--- src/common/fmbc_pkg.sv ---
// shared constants and types for the flash mode and boot configuration block
`default_nettype none
package fmbc_pkg;
	// ----------------------------------------------------------------
	// register map (byte addresses on the apb bus, plus the option byte's flash address)
	// ----------------------------------------------------------------
	localparam logic [11:0] OPT_BYTE_FLASH_ADDR = 12'h07a;
	localparam logic [11:0] ADDR_OPTION = 12'h07c;
	localparam logic [11:0] ADDR_MODE_STAT = 12'h000;
	localparam logic [11:0] ADDR_SELF_CTRL = 12'h004;
	localparam logic [11:0] ADDR_VEC_STAT = 12'h008;
	localparam logic [11:0] ADDR_RAM_BASE = 12'h00c;
	// ----------------------------------------------------------------
	// reset values and figures
	// ----------------------------------------------------------------
	localparam logic [7:0] OPTION_RESET = 8'h00;
	localparam logic [31:0] RAM_BASE_RESET = 32'h03ff_f000;
	localparam logic [31:0] MI_VEC_OFFSET = 32'h0000_0004;
	localparam int MAX_MODE_PULSES = 12;
	localparam logic [3:0] PULSES_ASYNC = 4'h0;
	localparam logic [3:0] PULSES_SYNC = 4'h8;
	localparam logic [3:0] PULSES_SYNC_HS = 4'hb;
	localparam int SEL_WINDOW_NS = 100000;
	localparam int CLK_NS = 50;
	localparam int SEL_WINDOW_CYC = SEL_WINDOW_NS / CLK_NS;
	localparam int SELF_CTRL_EN_BIT = 0;
	localparam int SELF_CTRL_SWAP_BIT = 1;
	// ----------------------------------------------------------------
	// types
	// ----------------------------------------------------------------
	typedef enum logic [1:0] {
		MODE_NORMAL = 2'b00,
		MODE_PROG = 2'b01,
		MODE_BAD = 2'b10
	} fmbc_mode_t;
	typedef enum logic [1:0] {
		IF_NONE = 2'b00,
		IF_ASYNC = 2'b01,
		IF_SYNC = 2'b10,
		IF_SYNC_HS = 2'b11
	} fmbc_if_t;
	typedef struct packed {
		logic async_tx;
		logic async_rx;
		logic sync_out;
		logic sync_in;
		logic sync_clk;
		logic handshake;
	} fmbc_pins_t;
endpackage : fmbc_pkg
`default_nettype wire

--- src/logic/fmbc_top.sv ---
// mode select, programming pin routing, boot swap, ram vectors and option byte
// How it works
// RULE1 - mode pin0 low gives normal; pin0 high pin1 low gives programming; both high prohibited
// RULE2 - handshake mode uses out, in, clock, handshake; async tx/rx; clocked without handshake
// RULE3 - in programming mode every unused pin keeps its post-reset state
// RULE4 - system must not assert reset during programming; only the programmer resets
// RULE5 - debug reset input kept low or open during programming, never driven high
// RULE6 - boot swap exchanges blocks 0,1 with blocks 2,3
// RULE7 - no instruction fetch from flash during self programming
// RULE8 - nmi vectors to internal ram start during self programming
// RULE9 - maskable interrupt vectors to ram start plus 4 during self programming
// RULE10 - flash writes blocked while mode pin0 low
// RULE11 - option configuration is the 8-bit byte at flash address 7a
// RULE12 - option byte cannot be altered by the running program
// RULE13 - up to 12 pulses on mode pin0 select the serial interface
// RULE14 - mode pins and option byte captured once at reset release, held until reset
//
// Added by the designer: register access over APB.
`default_nettype none
module fmbc_top #(
	parameter int SEL_WINDOW = fmbc_pkg::SEL_WINDOW_CYC
) (
	input wire logic MCLK,
	input wire logic ARST_N,
	input wire logic MODE_SELECT_PIN0,
	input wire logic MODE_SELECT_PIN1,
	input wire logic DEBUG_RESET_PIN,
	input wire logic [7:0] FLASH_OPT_DATA,
	output logic [11:0] FLASH_OPT_ADDR,
	input wire logic PSEL,
	input wire logic PENABLE,
	input wire logic PWRITE,
	input wire logic [11:0] PADDR,
	input wire logic [31:0] PWDATA,
	output logic [31:0] PRDATA,
	output logic PREADY,
	output logic PSLVERR,
	output logic PROG_MODE,
	output logic [1:0] PROG_IF,
	output logic [5:0] PIN_OWNED,
	output logic PORT_DEFAULT,
	output logic BOOT_SWAP,
	output logic FETCH_BLOCK,
	output logic FLASH_WR_EN,
	output logic [31:0] NMI_VECTOR,
	output logic [31:0] MI_VECTOR,
	output logic [7:0] OPTION_BYTE
);
	if (SEL_WINDOW < 2) begin : g_bad_window
		$error("SEL_WINDOW too small");
	end
	// ----------------------------------------------------------------
	// reset and pin synchronisers
	// ----------------------------------------------------------------
	logic [1:0] rst_sync;
	logic rst_n;
	always_ff @(posedge MCLK or negedge ARST_N) begin
		if (!ARST_N) rst_sync <= 2'b00;
		else rst_sync <= {rst_sync[0], 1'b1};
	end
	assign rst_n = rst_sync[1];
	logic [2:0] pin_s1;
	logic [2:0] pin_s2;
	always_ff @(posedge MCLK or negedge rst_n) begin
		if (!rst_n) begin
			pin_s1 <= 3'h0;
			pin_s2 <= 3'h0;
		end else begin
			pin_s1 <= {DEBUG_RESET_PIN, MODE_SELECT_PIN1, MODE_SELECT_PIN0};
			pin_s2 <= pin_s1;
		end
	end
	logic md0;
	logic md1;
	logic debug_reset_pin;
	assign md0 = pin_s2[0];
	assign md1 = pin_s2[1];
	assign debug_reset_pin = pin_s2[2];
	// ----------------------------------------------------------------
	// one-time capture after reset release
	// ----------------------------------------------------------------
	// pins need two edges to settle through the synchroniser; capture on the third
	logic [1:0] cap_cnt;
	logic captured;
	always_ff @(posedge MCLK or negedge rst_n) begin
		if (!rst_n) cap_cnt <= 2'h0;
		else if (!captured) cap_cnt <= cap_cnt + 2'h1;
	end
	logic cap_now;
	assign cap_now = !captured && (cap_cnt == 2'h2);
	always_ff @(posedge MCLK or negedge rst_n) begin
		if (!rst_n) captured <= 1'b0;
		else if (cap_now) captured <= 1'b1; // see RULE14
	end
	fmbc_pkg::fmbc_mode_t mode;
	always_ff @(posedge MCLK or negedge rst_n) begin
		if (!rst_n) mode <= fmbc_pkg::MODE_NORMAL;
		else if (cap_now) begin // see RULE14
			if (!md0) mode <= fmbc_pkg::MODE_NORMAL; // see RULE1
			else if (!md1) mode <= fmbc_pkg::MODE_PROG; // see RULE1
			else mode <= fmbc_pkg::MODE_BAD; // see RULE1
		end
	end
	// option byte is read from the flash image only; no bus path writes it
	assign FLASH_OPT_ADDR = fmbc_pkg::OPT_BYTE_FLASH_ADDR; // see RULE11
	always_ff @(posedge MCLK or negedge rst_n) begin
		if (!rst_n) OPTION_BYTE <= fmbc_pkg::OPTION_RESET;
		else if (cap_now) OPTION_BYTE <= FLASH_OPT_DATA; // see RULE12
	end
	// ----------------------------------------------------------------
	// communication mode selection by pulses on mode pin0
	// ----------------------------------------------------------------
	logic md0_q;
	logic [3:0] pulse_cnt;
	logic [$clog2(SEL_WINDOW+1)-1:0] win_cnt;
	logic sel_done;
	always_ff @(posedge MCLK or negedge rst_n) begin
		if (!rst_n) md0_q <= 1'b0;
		else md0_q <= md0;
	end
	logic md0_rise;
	assign md0_rise = md0 && !md0_q && (mode == fmbc_pkg::MODE_PROG) && !sel_done;
	// pulses are counted up to the limit; extra ones are ignored
	always_ff @(posedge MCLK or negedge rst_n) begin
		if (!rst_n) pulse_cnt <= 4'h0;
		else if (md0_rise && pulse_cnt < 4'(fmbc_pkg::MAX_MODE_PULSES))
			pulse_cnt <= pulse_cnt + 4'h1; // see RULE13
	end
	// window restarts on each pulse; selection closes once the line stays quiet
	always_ff @(posedge MCLK or negedge rst_n) begin
		if (!rst_n) win_cnt <= '0;
		else if (md0_rise) win_cnt <= '0;
		else if (mode == fmbc_pkg::MODE_PROG && !sel_done) win_cnt <= win_cnt + 1'b1;
	end
	always_ff @(posedge MCLK or negedge rst_n) begin
		if (!rst_n) sel_done <= 1'b0;
		else if (mode == fmbc_pkg::MODE_PROG && !md0_rise
			&& win_cnt == ($bits(win_cnt))'(SEL_WINDOW - 1))
			sel_done <= 1'b1;
	end
	fmbc_pkg::fmbc_if_t prog_if;
	always_ff @(posedge MCLK or negedge rst_n) begin
		if (!rst_n) prog_if <= fmbc_pkg::IF_NONE;
		else if (mode == fmbc_pkg::MODE_PROG && !md0_rise && !sel_done
			&& win_cnt == ($bits(win_cnt))'(SEL_WINDOW - 1)) begin
			if (pulse_cnt >= fmbc_pkg::PULSES_SYNC_HS) prog_if <= fmbc_pkg::IF_SYNC_HS; // see RULE13
			else if (pulse_cnt >= fmbc_pkg::PULSES_SYNC) prog_if <= fmbc_pkg::IF_SYNC;
			else prog_if <= fmbc_pkg::IF_ASYNC;
		end
	end
	// ----------------------------------------------------------------
	// serial pin ownership
	// ----------------------------------------------------------------
	fmbc_pkg::fmbc_pins_t owned;
	always_ff @(posedge MCLK or negedge rst_n) begin
		if (!rst_n) owned <= '0;
		else begin
			owned <= '0; // see RULE3
			case (prog_if)
				fmbc_pkg::IF_ASYNC: begin
					owned.async_tx <= 1'b1; // see RULE2
					owned.async_rx <= 1'b1;
				end
				fmbc_pkg::IF_SYNC: begin
					owned.sync_out <= 1'b1; // see RULE2
					owned.sync_in <= 1'b1;
					owned.sync_clk <= 1'b1;
				end
				fmbc_pkg::IF_SYNC_HS: begin
					owned.sync_out <= 1'b1; // see RULE2
					owned.sync_in <= 1'b1;
					owned.sync_clk <= 1'b1;
					owned.handshake <= 1'b1;
				end
				default: owned <= '0;
			endcase
		end
	end
	assign PIN_OWNED = owned;
	assign PROG_MODE = (mode == fmbc_pkg::MODE_PROG);
	assign PROG_IF = prog_if;
	// all non-programming pins sit at reset state whenever programming mode is active
	assign PORT_DEFAULT = (mode == fmbc_pkg::MODE_PROG); // see RULE3
	// ----------------------------------------------------------------
	// self programming control
	// ----------------------------------------------------------------
	logic self_en;
	logic swap;
	logic [31:0] ram_base;
	logic dbg_fault;
	logic wr_setup;
	logic wr_access;
	assign wr_setup = PSEL && PENABLE && PWRITE;
	assign wr_access = wr_setup && (mode == fmbc_pkg::MODE_NORMAL);
	always_ff @(posedge MCLK or negedge rst_n) begin
		if (!rst_n) begin
			self_en <= 1'b0;
			swap <= 1'b0;
		end else if (wr_access && PADDR == fmbc_pkg::ADDR_SELF_CTRL) begin
			self_en <= PWDATA[fmbc_pkg::SELF_CTRL_EN_BIT];
			swap <= PWDATA[fmbc_pkg::SELF_CTRL_SWAP_BIT]; // see RULE6
		end
	end
	always_ff @(posedge MCLK or negedge rst_n) begin
		if (!rst_n) ram_base <= fmbc_pkg::RAM_BASE_RESET;
		else if (wr_access && PADDR == fmbc_pkg::ADDR_RAM_BASE) ram_base <= PWDATA;
	end
	// sticky record that the debug reset was seen high during programming
	always_ff @(posedge MCLK or negedge rst_n) begin
		if (!rst_n) dbg_fault <= 1'b0;
		else if (mode == fmbc_pkg::MODE_PROG && debug_reset_pin) dbg_fault <= 1'b1; // see RULE5
	end
	always_ff @(posedge MCLK or negedge rst_n) begin
		if (!rst_n) begin
			BOOT_SWAP <= 1'b0;
			FETCH_BLOCK <= 1'b0;
			FLASH_WR_EN <= 1'b0;
			NMI_VECTOR <= '0;
			MI_VECTOR <= '0;
		end else begin
			BOOT_SWAP <= swap; // see RULE6
			FETCH_BLOCK <= self_en; // see RULE7
			FLASH_WR_EN <= self_en && md0; // see RULE10
			NMI_VECTOR <= self_en ? ram_base : '0; // see RULE8
			MI_VECTOR <= self_en ? ram_base + fmbc_pkg::MI_VEC_OFFSET : '0; // see RULE9
		end
	end
	// ----------------------------------------------------------------
	// apb slave: zero wait states, unmapped addresses flag an error
	// ----------------------------------------------------------------
	logic mapped;
	logic [31:0] next_rdata;
	always_comb begin
		mapped = 1'b1;
		next_rdata = 32'h0000_0000;
		if (PADDR == fmbc_pkg::ADDR_MODE_STAT)
			next_rdata = {24'h0, dbg_fault, sel_done, prog_if, md0, mode, captured};
		else if (PADDR == fmbc_pkg::ADDR_SELF_CTRL)
			next_rdata = {30'h0, swap, self_en};
		else if (PADDR == fmbc_pkg::ADDR_VEC_STAT)
			next_rdata = {29'h0, FLASH_WR_EN, FETCH_BLOCK, BOOT_SWAP};
		else if (PADDR == fmbc_pkg::ADDR_RAM_BASE)
			next_rdata = ram_base;
		else if (PADDR == fmbc_pkg::ADDR_OPTION)
			next_rdata = {24'h0, OPTION_BYTE};
		else
			mapped = 1'b0;
	end
	assign PREADY = 1'b1;
	assign PRDATA = (PSEL && PENABLE && !PWRITE) ? next_rdata : 32'h0000_0000;
	// a write to the option address is refused: the byte comes only from flash
	assign PSLVERR = PSEL && PENABLE && (!mapped
		|| (PWRITE && PADDR == fmbc_pkg::ADDR_OPTION)); // see RULE12
	// ----------------------------------------------------------------
	// checks
	// ----------------------------------------------------------------
	property p_mode_hold;
		@(posedge MCLK) disable iff (!rst_n) captured |=> $stable(mode);
	endproperty
	a_mode_hold: assert property (p_mode_hold) else $error("mode changed after capture"); // see RULE14
	property p_mode_decode;
		@(posedge MCLK) disable iff (!rst_n)
			cap_now && !md0 |=> mode == fmbc_pkg::MODE_NORMAL;
	endproperty
	a_mode_decode: assert property (p_mode_decode) else $error("low pin0 not normal"); // see RULE1
	property p_opt_hold;
		@(posedge MCLK) disable iff (!rst_n) captured |=> $stable(OPTION_BYTE);
	endproperty
	a_opt_hold: assert property (p_opt_hold) else $error("option byte altered"); // see RULE12
	property p_opt_addr;
		@(posedge MCLK) disable iff (!rst_n) FLASH_OPT_ADDR == 12'h07a;
	endproperty
	a_opt_addr: assert property (p_opt_addr) else $error("option address wrong"); // see RULE11
	property p_wr_block;
		@(posedge MCLK) disable iff (!rst_n) !md0 |=> !FLASH_WR_EN;
	endproperty
	a_wr_block: assert property (p_wr_block) else $error("write enabled with pin0 low"); // see RULE10
	property p_mi_vec;
		@(posedge MCLK) disable iff (!rst_n)
			self_en |=> MI_VECTOR == NMI_VECTOR + 32'h4;
	endproperty
	a_mi_vec: assert property (p_mi_vec) else $error("maskable vector offset wrong"); // see RULE9
	property p_nmi_vec;
		@(posedge MCLK) disable iff (!rst_n) self_en |=> NMI_VECTOR == $past(ram_base);
	endproperty
	a_nmi_vec: assert property (p_nmi_vec) else $error("nmi vector not ram start"); // see RULE8
	property p_fetch;
		@(posedge MCLK) disable iff (!rst_n) self_en |=> FETCH_BLOCK;
	endproperty
	a_fetch: assert property (p_fetch) else $error("flash fetch not blocked"); // see RULE7
	property p_pins_normal;
		@(posedge MCLK) disable iff (!rst_n)
			mode != fmbc_pkg::MODE_PROG |-> PIN_OWNED == 6'h00;
	endproperty
	a_pins_normal: assert property (p_pins_normal) else $error("pins taken outside prog"); // see RULE3
	property p_hs_pins;
		@(posedge MCLK) disable iff (!rst_n)
			prog_if == fmbc_pkg::IF_SYNC_HS |=> PIN_OWNED == 6'h0f;
	endproperty
	a_hs_pins: assert property (p_hs_pins) else $error("handshake pins wrong"); // see RULE2
	property p_pulse_cap;
		@(posedge MCLK) disable iff (!rst_n) pulse_cnt <= 4'hc;
	endproperty
	a_pulse_cap: assert property (p_pulse_cap) else $error("pulse count over limit"); // see RULE13
	property p_swap;
		@(posedge MCLK) disable iff (!rst_n) swap |=> BOOT_SWAP;
	endproperty
	a_swap: assert property (p_swap) else $error("swap not applied"); // see RULE6
	property p_prog_decode;
		@(posedge MCLK) disable iff (!rst_n)
			cap_now && md0 && !md1 |=> mode == fmbc_pkg::MODE_PROG;
	endproperty
	a_prog_decode: assert property (p_prog_decode) else $error("prog mode not entered"); // see RULE1
	property p_bad_mode;
		@(posedge MCLK) disable iff (!rst_n)
			cap_now && md0 && md1 |=> mode == fmbc_pkg::MODE_BAD;
	endproperty
	a_bad_mode: assert property (p_bad_mode) else $error("prohibited pins accepted"); // see RULE1
	property p_sync_pins;
		@(posedge MCLK) disable iff (!rst_n)
			prog_if == fmbc_pkg::IF_SYNC |=> PIN_OWNED == 6'h0e;
	endproperty
	a_sync_pins: assert property (p_sync_pins) else $error("clocked pins wrong"); // see RULE2
	property p_async_pins;
		@(posedge MCLK) disable iff (!rst_n)
			prog_if == fmbc_pkg::IF_ASYNC |=> PIN_OWNED == 6'h30;
	endproperty
	a_async_pins: assert property (p_async_pins) else $error("async pins wrong"); // see RULE2
	property p_if_hold;
		@(posedge MCLK) disable iff (!rst_n) sel_done |=> $stable(prog_if);
	endproperty
	a_if_hold: assert property (p_if_hold) else $error("interface changed after select"); // see RULE13
	property p_opt_refuse;
		@(posedge MCLK) disable iff (!rst_n)
			PSEL && PENABLE && PWRITE && PADDR == fmbc_pkg::ADDR_OPTION |-> PSLVERR;
	endproperty
	a_opt_refuse: assert property (p_opt_refuse) else $error("option write not refused"); // see RULE12
	property p_fetch_off;
		@(posedge MCLK) disable iff (!rst_n) !self_en |=> !FETCH_BLOCK;
	endproperty
	a_fetch_off: assert property (p_fetch_off) else $error("fetch blocked while idle"); // see RULE7
	property p_vec_off;
		@(posedge MCLK) disable iff (!rst_n)
			!self_en |=> NMI_VECTOR == 32'h0000_0000 && MI_VECTOR == 32'h0000_0000;
	endproperty
	a_vec_off: assert property (p_vec_off) else $error("ram vectors outside self prog"); // see RULE8
	c_prog: cover property (@(posedge MCLK) disable iff (!rst_n) mode == fmbc_pkg::MODE_PROG);
	c_hs: cover property (@(posedge MCLK) disable iff (!rst_n) prog_if == fmbc_pkg::IF_SYNC_HS);
	c_self: cover property (@(posedge MCLK) disable iff (!rst_n) FLASH_WR_EN);
	c_sync: cover property (@(posedge MCLK) disable iff (!rst_n) prog_if == fmbc_pkg::IF_SYNC);
	c_bad: cover property (@(posedge MCLK) disable iff (!rst_n) mode == fmbc_pkg::MODE_BAD);
endmodule : fmbc_top
`default_nettype wire

--- config.mk ---
export PLATFORM = sky130hd
export DESIGN_NAME = fmbc_top
export DESIGN_NICKNAME = d
export VERILOG_FILES = /design/src/common/fmbc_pkg.sv /design/src/logic/fmbc_top.sv
export SDC_FILE = /design/constraint.sdc
export NUM_CORES = 1
export LEC_CHECK = 0
export CAP_MARGIN = 15
export CORE_MARGIN = 2
export CORE_UTILIZATION = 57
export CTS_CLUSTER_SIZE = 14
export DETAILED_ROUTE_END_ITERATION = 7
export DONT_BUFFER_PORTS = 1
export PLACE_DENSITY = 0.85
export SLEW_MARGIN = 10
export SYNTH_ARGS = -nofsm -noshare
export SYNTH_HDL_FRONTEND = slang
export SYNTH_SLANG_ARGS = --single-unit
export TNS_END_PERCENT = 100
--- constraint.sdc ---
create_clock -name MCLK -period 3.85 [get_ports MCLK]
set_input_delay 0.5775 -clock MCLK [delete_from_list [all_inputs] [get_ports MCLK]]
set_output_delay 0.5775 -clock MCLK [all_outputs]
set_load 0.02 [all_outputs]
## Yosys cells after proc, flatten, opt, wreduce, memory -nomap -nowiden

Index checks and enable logic that the tools add are counted.

| operators by class | value |
|---|---|
| order comparisons | 3 |
| $add $sub $neg | 4 |
| reduce and logical (&&, ||, !) cells | 31 |
| divide/modulo/power cells | 0 |
| multiplexer cells | 22 |
| multiply operators | 0 |
| bitwise gates (word level) | 0 |
| eq/ne operators | 10 |
| shifts and indexed selects | 0 |

Operator list:

| operator | number |
|---|---|
| 2-to-1 mux 32 bit | 7 |
| adder 32 x 3 -> 32 bit, second input constant | 1 |
| equality test 12 x 4 -> 1 bit, second input constant | 2 |
| 2-to-1 mux 11 bit | 2 |
| logical AND 1 bit | 20 |
| equality test 12 x 3 -> 1 bit, second input constant | 1 |
| equality test 12 x 7 -> 1 bit, second input constant | 1 |
| logical NOT 12 bit | 1 |
| adder 11 x 1 -> 11 bit, second input constant | 1 |
| equality test 11 bit, second input constant | 1 |
| 2-to-1 mux 2 bit | 5 |
| greater-or-equal comparator 4 bit, second input constant | 2 |
| 2-to-1 mux 8 bit | 1 |
| equality test 2 bit, second input constant | 3 |
| logical NOT 1 bit | 6 |
| 2-to-1 mux 1 bit | 6 |
| adder 4 x 1 -> 4 bit, second input constant | 1 |
| equality test 2 x 1 -> 1 bit, second input constant | 2 |
| less-than comparator 4 bit, second input constant | 1 |
| 2-to-1 mux 3 bit | 1 |
| adder 2 x 1 -> 2 bit, second input constant | 1 |
| logical NOT 2 bit | 1 |
| nonzero test 2 bit | 1 |
| OR reduction 2 bit | 1 |
| logical OR 1 bit | 1 |

| storage, ports and cells | value |
|---|---|
| bits in latches | 0 |
| output and inout port bits | 131 |
| bits in registers | 148 |
| memory bits (writable) | 0 |
| ROM bits | 0 |
| bits of input ports | 60 |
| memories kept | 0 |

## Logic depth before layout (Yosys ltp)

| depth | value |
|---|---|
| depth after elaboration | 9 |
| mapped depth | 6 |

## Worst setup path after synthesis

Ideal clock, no wire load.

| timing | value |
|---|---|
| kind | input-to-output |
| from | input PADDR[4] |
| to | output PRDATA[11] |
| path buffers | 1 |
| setup slack | 1.131 ns |
| data arrival time | 2.141 ns |
| cell stages on the path | 4 |
| data required time | 3.273 ns |
| cell sequence | or4_4 nor4_1 clkbuf_1 and2_1 |

| on the way | value |
|---|---|
| cells in the longest elaborated chain, start to end | 6 |

RTL lines:

| item | RTL line | text |
|---|---|---|
| from (decl) | fmbc_top.sv:33 | `input wire logic [11:0] PADDR,` |
| equality test 12 x 4 -> 1 bit | fmbc_top.sv:242 | `else if (PADDR == fmbc_pkg::ADDR_RAM_BASE)` |
| 2-to-1 mux 32 bit | fmbc_top.sv:242 |  |
| 2-to-1 mux 32 bit | fmbc_top.sv:240 | `else if (PADDR == fmbc_pkg::ADDR_VEC_STAT)` |
| 2-to-1 mux 32 bit | fmbc_top.sv:238 | `else if (PADDR == fmbc_pkg::ADDR_SELF_CTRL)` |
| 2-to-1 mux 32 bit * | fmbc_top.sv:236 | `if (PADDR == fmbc_pkg::ADDR_MODE_STAT)` |
| 2-to-1 mux 32 bit * | fmbc_top.sv:250 | `assign PRDATA = (PSEL && PENABLE && !PWRITE) ? next_rdata : 32'h0000_0000;` |
| to (decl) | fmbc_top.sv:35 | `output logic [31:0] PRDATA,` |

Mark *: on every way between the ends. The rest lies on a longest branch, timed or not.

## Worst setup path after layout

| timing | value |
|---|---|
| from | input PADDR[1] |
| to | output PRDATA[3] |

| on the way | value |
|---|---|
| cells in the longest elaborated chain, start to end | 7 |

RTL lines:

| item | RTL line | text |
|---|---|---|
| equality test 12 x 7 -> 1 bit | fmbc_top.sv:244 | `else if (PADDR == fmbc_pkg::ADDR_OPTION)` |
| 2-to-1 mux 8 bit | fmbc_top.sv:244 |  |
| 2-to-1 mux 32 bit | fmbc_top.sv:242 |  |
| 2-to-1 mux 32 bit | fmbc_top.sv:240 |  |
| 2-to-1 mux 32 bit | fmbc_top.sv:238 |  |
| 2-to-1 mux 32 bit * | fmbc_top.sv:236 |  |
| 2-to-1 mux 32 bit * | fmbc_top.sv:250 |  |

Marks and branches as above.

==> impl_metrics.env <==
export IMPL_outcome="completed"
export IMPL_grt_setup_unrepaired="no"
export IMPL_fin_skew_ns=0.0158
export IMPL_cts_buffer_depth=2
export IMPL_mostFrequentLayoutCells="dfrtp_1, and2_1, mux2_2, nor2_1, nand2_1"
export IMPL_critical_path_class="in2out"
export IMPL_timing_critical_path_fanout_max=5
export IMPL_antenna_found_initial=0
export IMPL_final_core_util_pct=63.9
export IMPL_die_area_um2=12200
export IMPL_tightest_slew_ns=1.05
export IMPL_yosysWarnings=0
export IMPL_finalSetupViolCount=0
export IMPL_boundaryPins=191
export IMPL_fin_crit_ns=2.83
export IMPL_grt_pass1_wl_um=22500
export IMPL_synth_top_area_cell="dfrtp_1"
export IMPL_track_usage_pct=24.9
export IMPL_numCtsBuffers=17
export IMPL_critical_path_depth=4
export IMPL_critPathCaptureType="primary output"
export IMPL_grt_overflow_total=0
export IMPL_r2r_end="MI_VECTOR[26]"
export IMPL_relSlewSlack_pct=30.0
export IMPL_cp_slowest_stage_delay_ns=0.62
export IMPL_maxSlewViolCount=0
export IMPL_period_share_pct=73.5
export IMPL_ctsHtreeMaxLevel=4
export IMPL_final_common_cell="dfrtp_1"
export IMPL_cts_hold_buffers_added=1
export IMPL_vias=4294
export IMPL_antenna_cells=0
export IMPL_routabilityCongestion=0.914
export IMPL_reg2reg_slack_ns=1.36
export IMPL_cpLargestDelayFamily="simple AND/OR/NAND/NOR gates"
export IMPL_netlist_instances=557
export IMPL_coreArea_um2=10900
export IMPL_postCtsSetupRepairBufs=0
export IMPL_io_buffers=0
export IMPL_peakVddDrop_uv=407
export IMPL_drive_gt1_share_pct=19.7
export IMPL_ys_ff_latch=143
export IMPL_clkTransAtPathRegs_ns=0.05
export IMPL_antenna_left=0
export IMPL_post_drt_wl_per_cell_um=20.7
export IMPL_multi_input_area_um2=2530
export IMPL_hpwlAfterDp_um=10100
export IMPL_root_buffer="clkbuf_16"
export IMPL_cts_tree="built"
export IMPL_synth_cell_types=60
export IMPL_ys_flop_type="dfrtp_1"
export IMPL_drt_wl_total_um=14500
export IMPL_drtPass1Iterations=5
export IMPL_finalPower_uw=3310
export IMPL_crit_arrival_ns=2.25
export IMPL_drv_cap=0
export IMPL_drc=0
export IMPL_synth_area_leaders="dfrtp_1, mux2_2, dfstp_2, and2_1, nor2_1"
export IMPL_async_flop_share_pct=100
export IMPL_die_h_um=110
export IMPL_fmax_mhz=353
export IMPL_ctsResizeCount=0
export IMPL_final_cells=704
export IMPL_crit_end="PRDATA[3]"
export IMPL_syn_cell_area_um2=6430
export IMPL_grt_start_max_net_pins=82
export IMPL_start_util_pct=58.8
export IMPL_nFillCells=838
export IMPL_synth_edf_count=0
export IMPL_worst_path_buf_inv=0
export IMPL_tns_ns=0
export IMPL_r2r_cells=5
export IMPL_dp_cells=671
export IMPL_synthToLayoutAreaGrowth_pct=8.58
export IMPL_seqCellArea_um2=3600
export IMPL_synth_top_area_share_pct=50.2
export IMPL_clock_sinks=143
export IMPL_seq_area_frac_synth_pct=55.9
export IMPL_worst_setup_path_start_kind="primary input"
export IMPL_critical_path_required_ns=3.27
export IMPL_routed_via_density=6.10
export IMPL_r2r_start="ram_base[2]"
export IMPL_hold_viol_final=0
export IMPL_grt_pass1_vias=4289
export IMPL_path_cells="or4_1, a2111oi_2, a22oi_1, nor2_1"
export IMPL_powerDensity_nw_per_um2=475
export IMPL_critPathSlowestCell="a2111oi_2"
export IMPL_num_rows=38
export IMPL_drt_initial_drc_count=454
export IMPL_power_leakage_uw=0.00307
export IMPL_cp_startpoint="PADDR[1]"
export IMPL_holdCritPathClass="in2reg"
export IMPL_clk_latency_ns=0.42
export IMPL_die_w_um=110
export IMPL_nets=616
export IMPL_syn_avg_cell_area_um2=11.5
worst min path at each step:
stage | from | endpoint | slack [ns] | depth (start not counted)
floorplan | ARST_N | rst_sync[0] | 0.28 | 0
global placement | ARST_N | rst_sync[0] | 0.28 | 0
detailed placement | ARST_N | rst_sync[0] | 0.28 | 0
CTS | DEBUG_RESET_PIN | pin_s1[2] | 0.17 | 0
global route | DEBUG_RESET_PIN | pin_s1[2] | 0.17 | 0
finish | MODE_SELECT_PIN1 | pin_s1[1] | 0.18 | 0
power breakdown:
| part | total [uW] | internal [uW] | switching [uW] |
|---|---|---|---|
| logic | 125 | 48.0 | 77.3 |
| clock network | 1580 | 1000 | 576 |
| registers | 1610 | 1550 | 65.2 |
cell type report:
| cell class | instances | share of cell area (%) |
|---|---|---|
| sequential | 143 | 51.5 |
| multi-input combinational | 370 | 36.2 |
| clock buffer | 26 | 7.00 |
| tap | 140 | 2.51 |
| clock inverter | 6 | 1.22 |
| timing repair buffer | 8 | 0.896 |
| inverter | 11 | 0.591 |
metrics by stage:
| step | area [um2] | hold slack, ns | setup WS, ns |
|---|---|---|---|
| final | 6980 | 0.182 | 1.02 |
| after global routing | 6980 | 0.168 | 0.916 |
| after CTS | 6980 | 0.169 | 1.02 |
| after detailed placement | 6400 | 0.282 | 1.02 |
| after global placement | 6400 | 0.282 | 1.10 |
| after floorplan | 6480 | 0.282 | 1.13 |
kinds of logic after synthesis:
group           count (synthesis)  share of synthesized area, %
fa+ha+maj                       5                         0.973
compound gates                 65                          6.73
simple gates                  218                          19.5
mux                            48                          8.38
flops                         143                          55.9
xor+xnor                       20                          2.72
other cells                     2                         0.117
buf+inv                        56                          5.64
cells in the mapped netlist (all sizes together) (13+ instances only):
master / instances
buf: 25
dfrtp: 129
a21oi: 15
nand2: 25
nand3: 15
o21ai: 19
nor4: 14
nand4: 15
xnor2: 13
mux2: 47
clkbuf: 19
and2: 58
dfstp: 14
nor2: 40
per-layer routing:
| metal | GRT usage, % | up-vias | wire, um | share of wire, % |
|---|---|---|---|---|
| li1 | - | 1924 | - | - |
| met1 | 30.2 | 2120 | 5740 | 39 |
| met2 | 41.1 | 218 | 7180 | 49 |
| met3 | 8.00 | 32 | 1230 | 8.5 |
| met4 | 10.9 | 0 | 385 | 2.6 |
| met5 | 0 | - | 0 | 0 |
worst register-to-register path, stage by stage (launching register included):
cell and delay (ns):
dfrtp_1 0.61, ha_1 0.33, inv_1 0.12, or4_4 0.65, or4_1 0.54, a21oi_1 0.15
sequential cells by signal, indices dropped and copies added, names as in the netlist, 3 cells and up:
register,count
pin_s1,3
pulse_cnt,4
NMI_VECTOR,30
pin_s2,3
ram_base,32
PIN_OWNED,3
OPTION_BYTE,8
win_cnt,11
MI_VECTOR,32
Power figures use the tool's default switching activity.
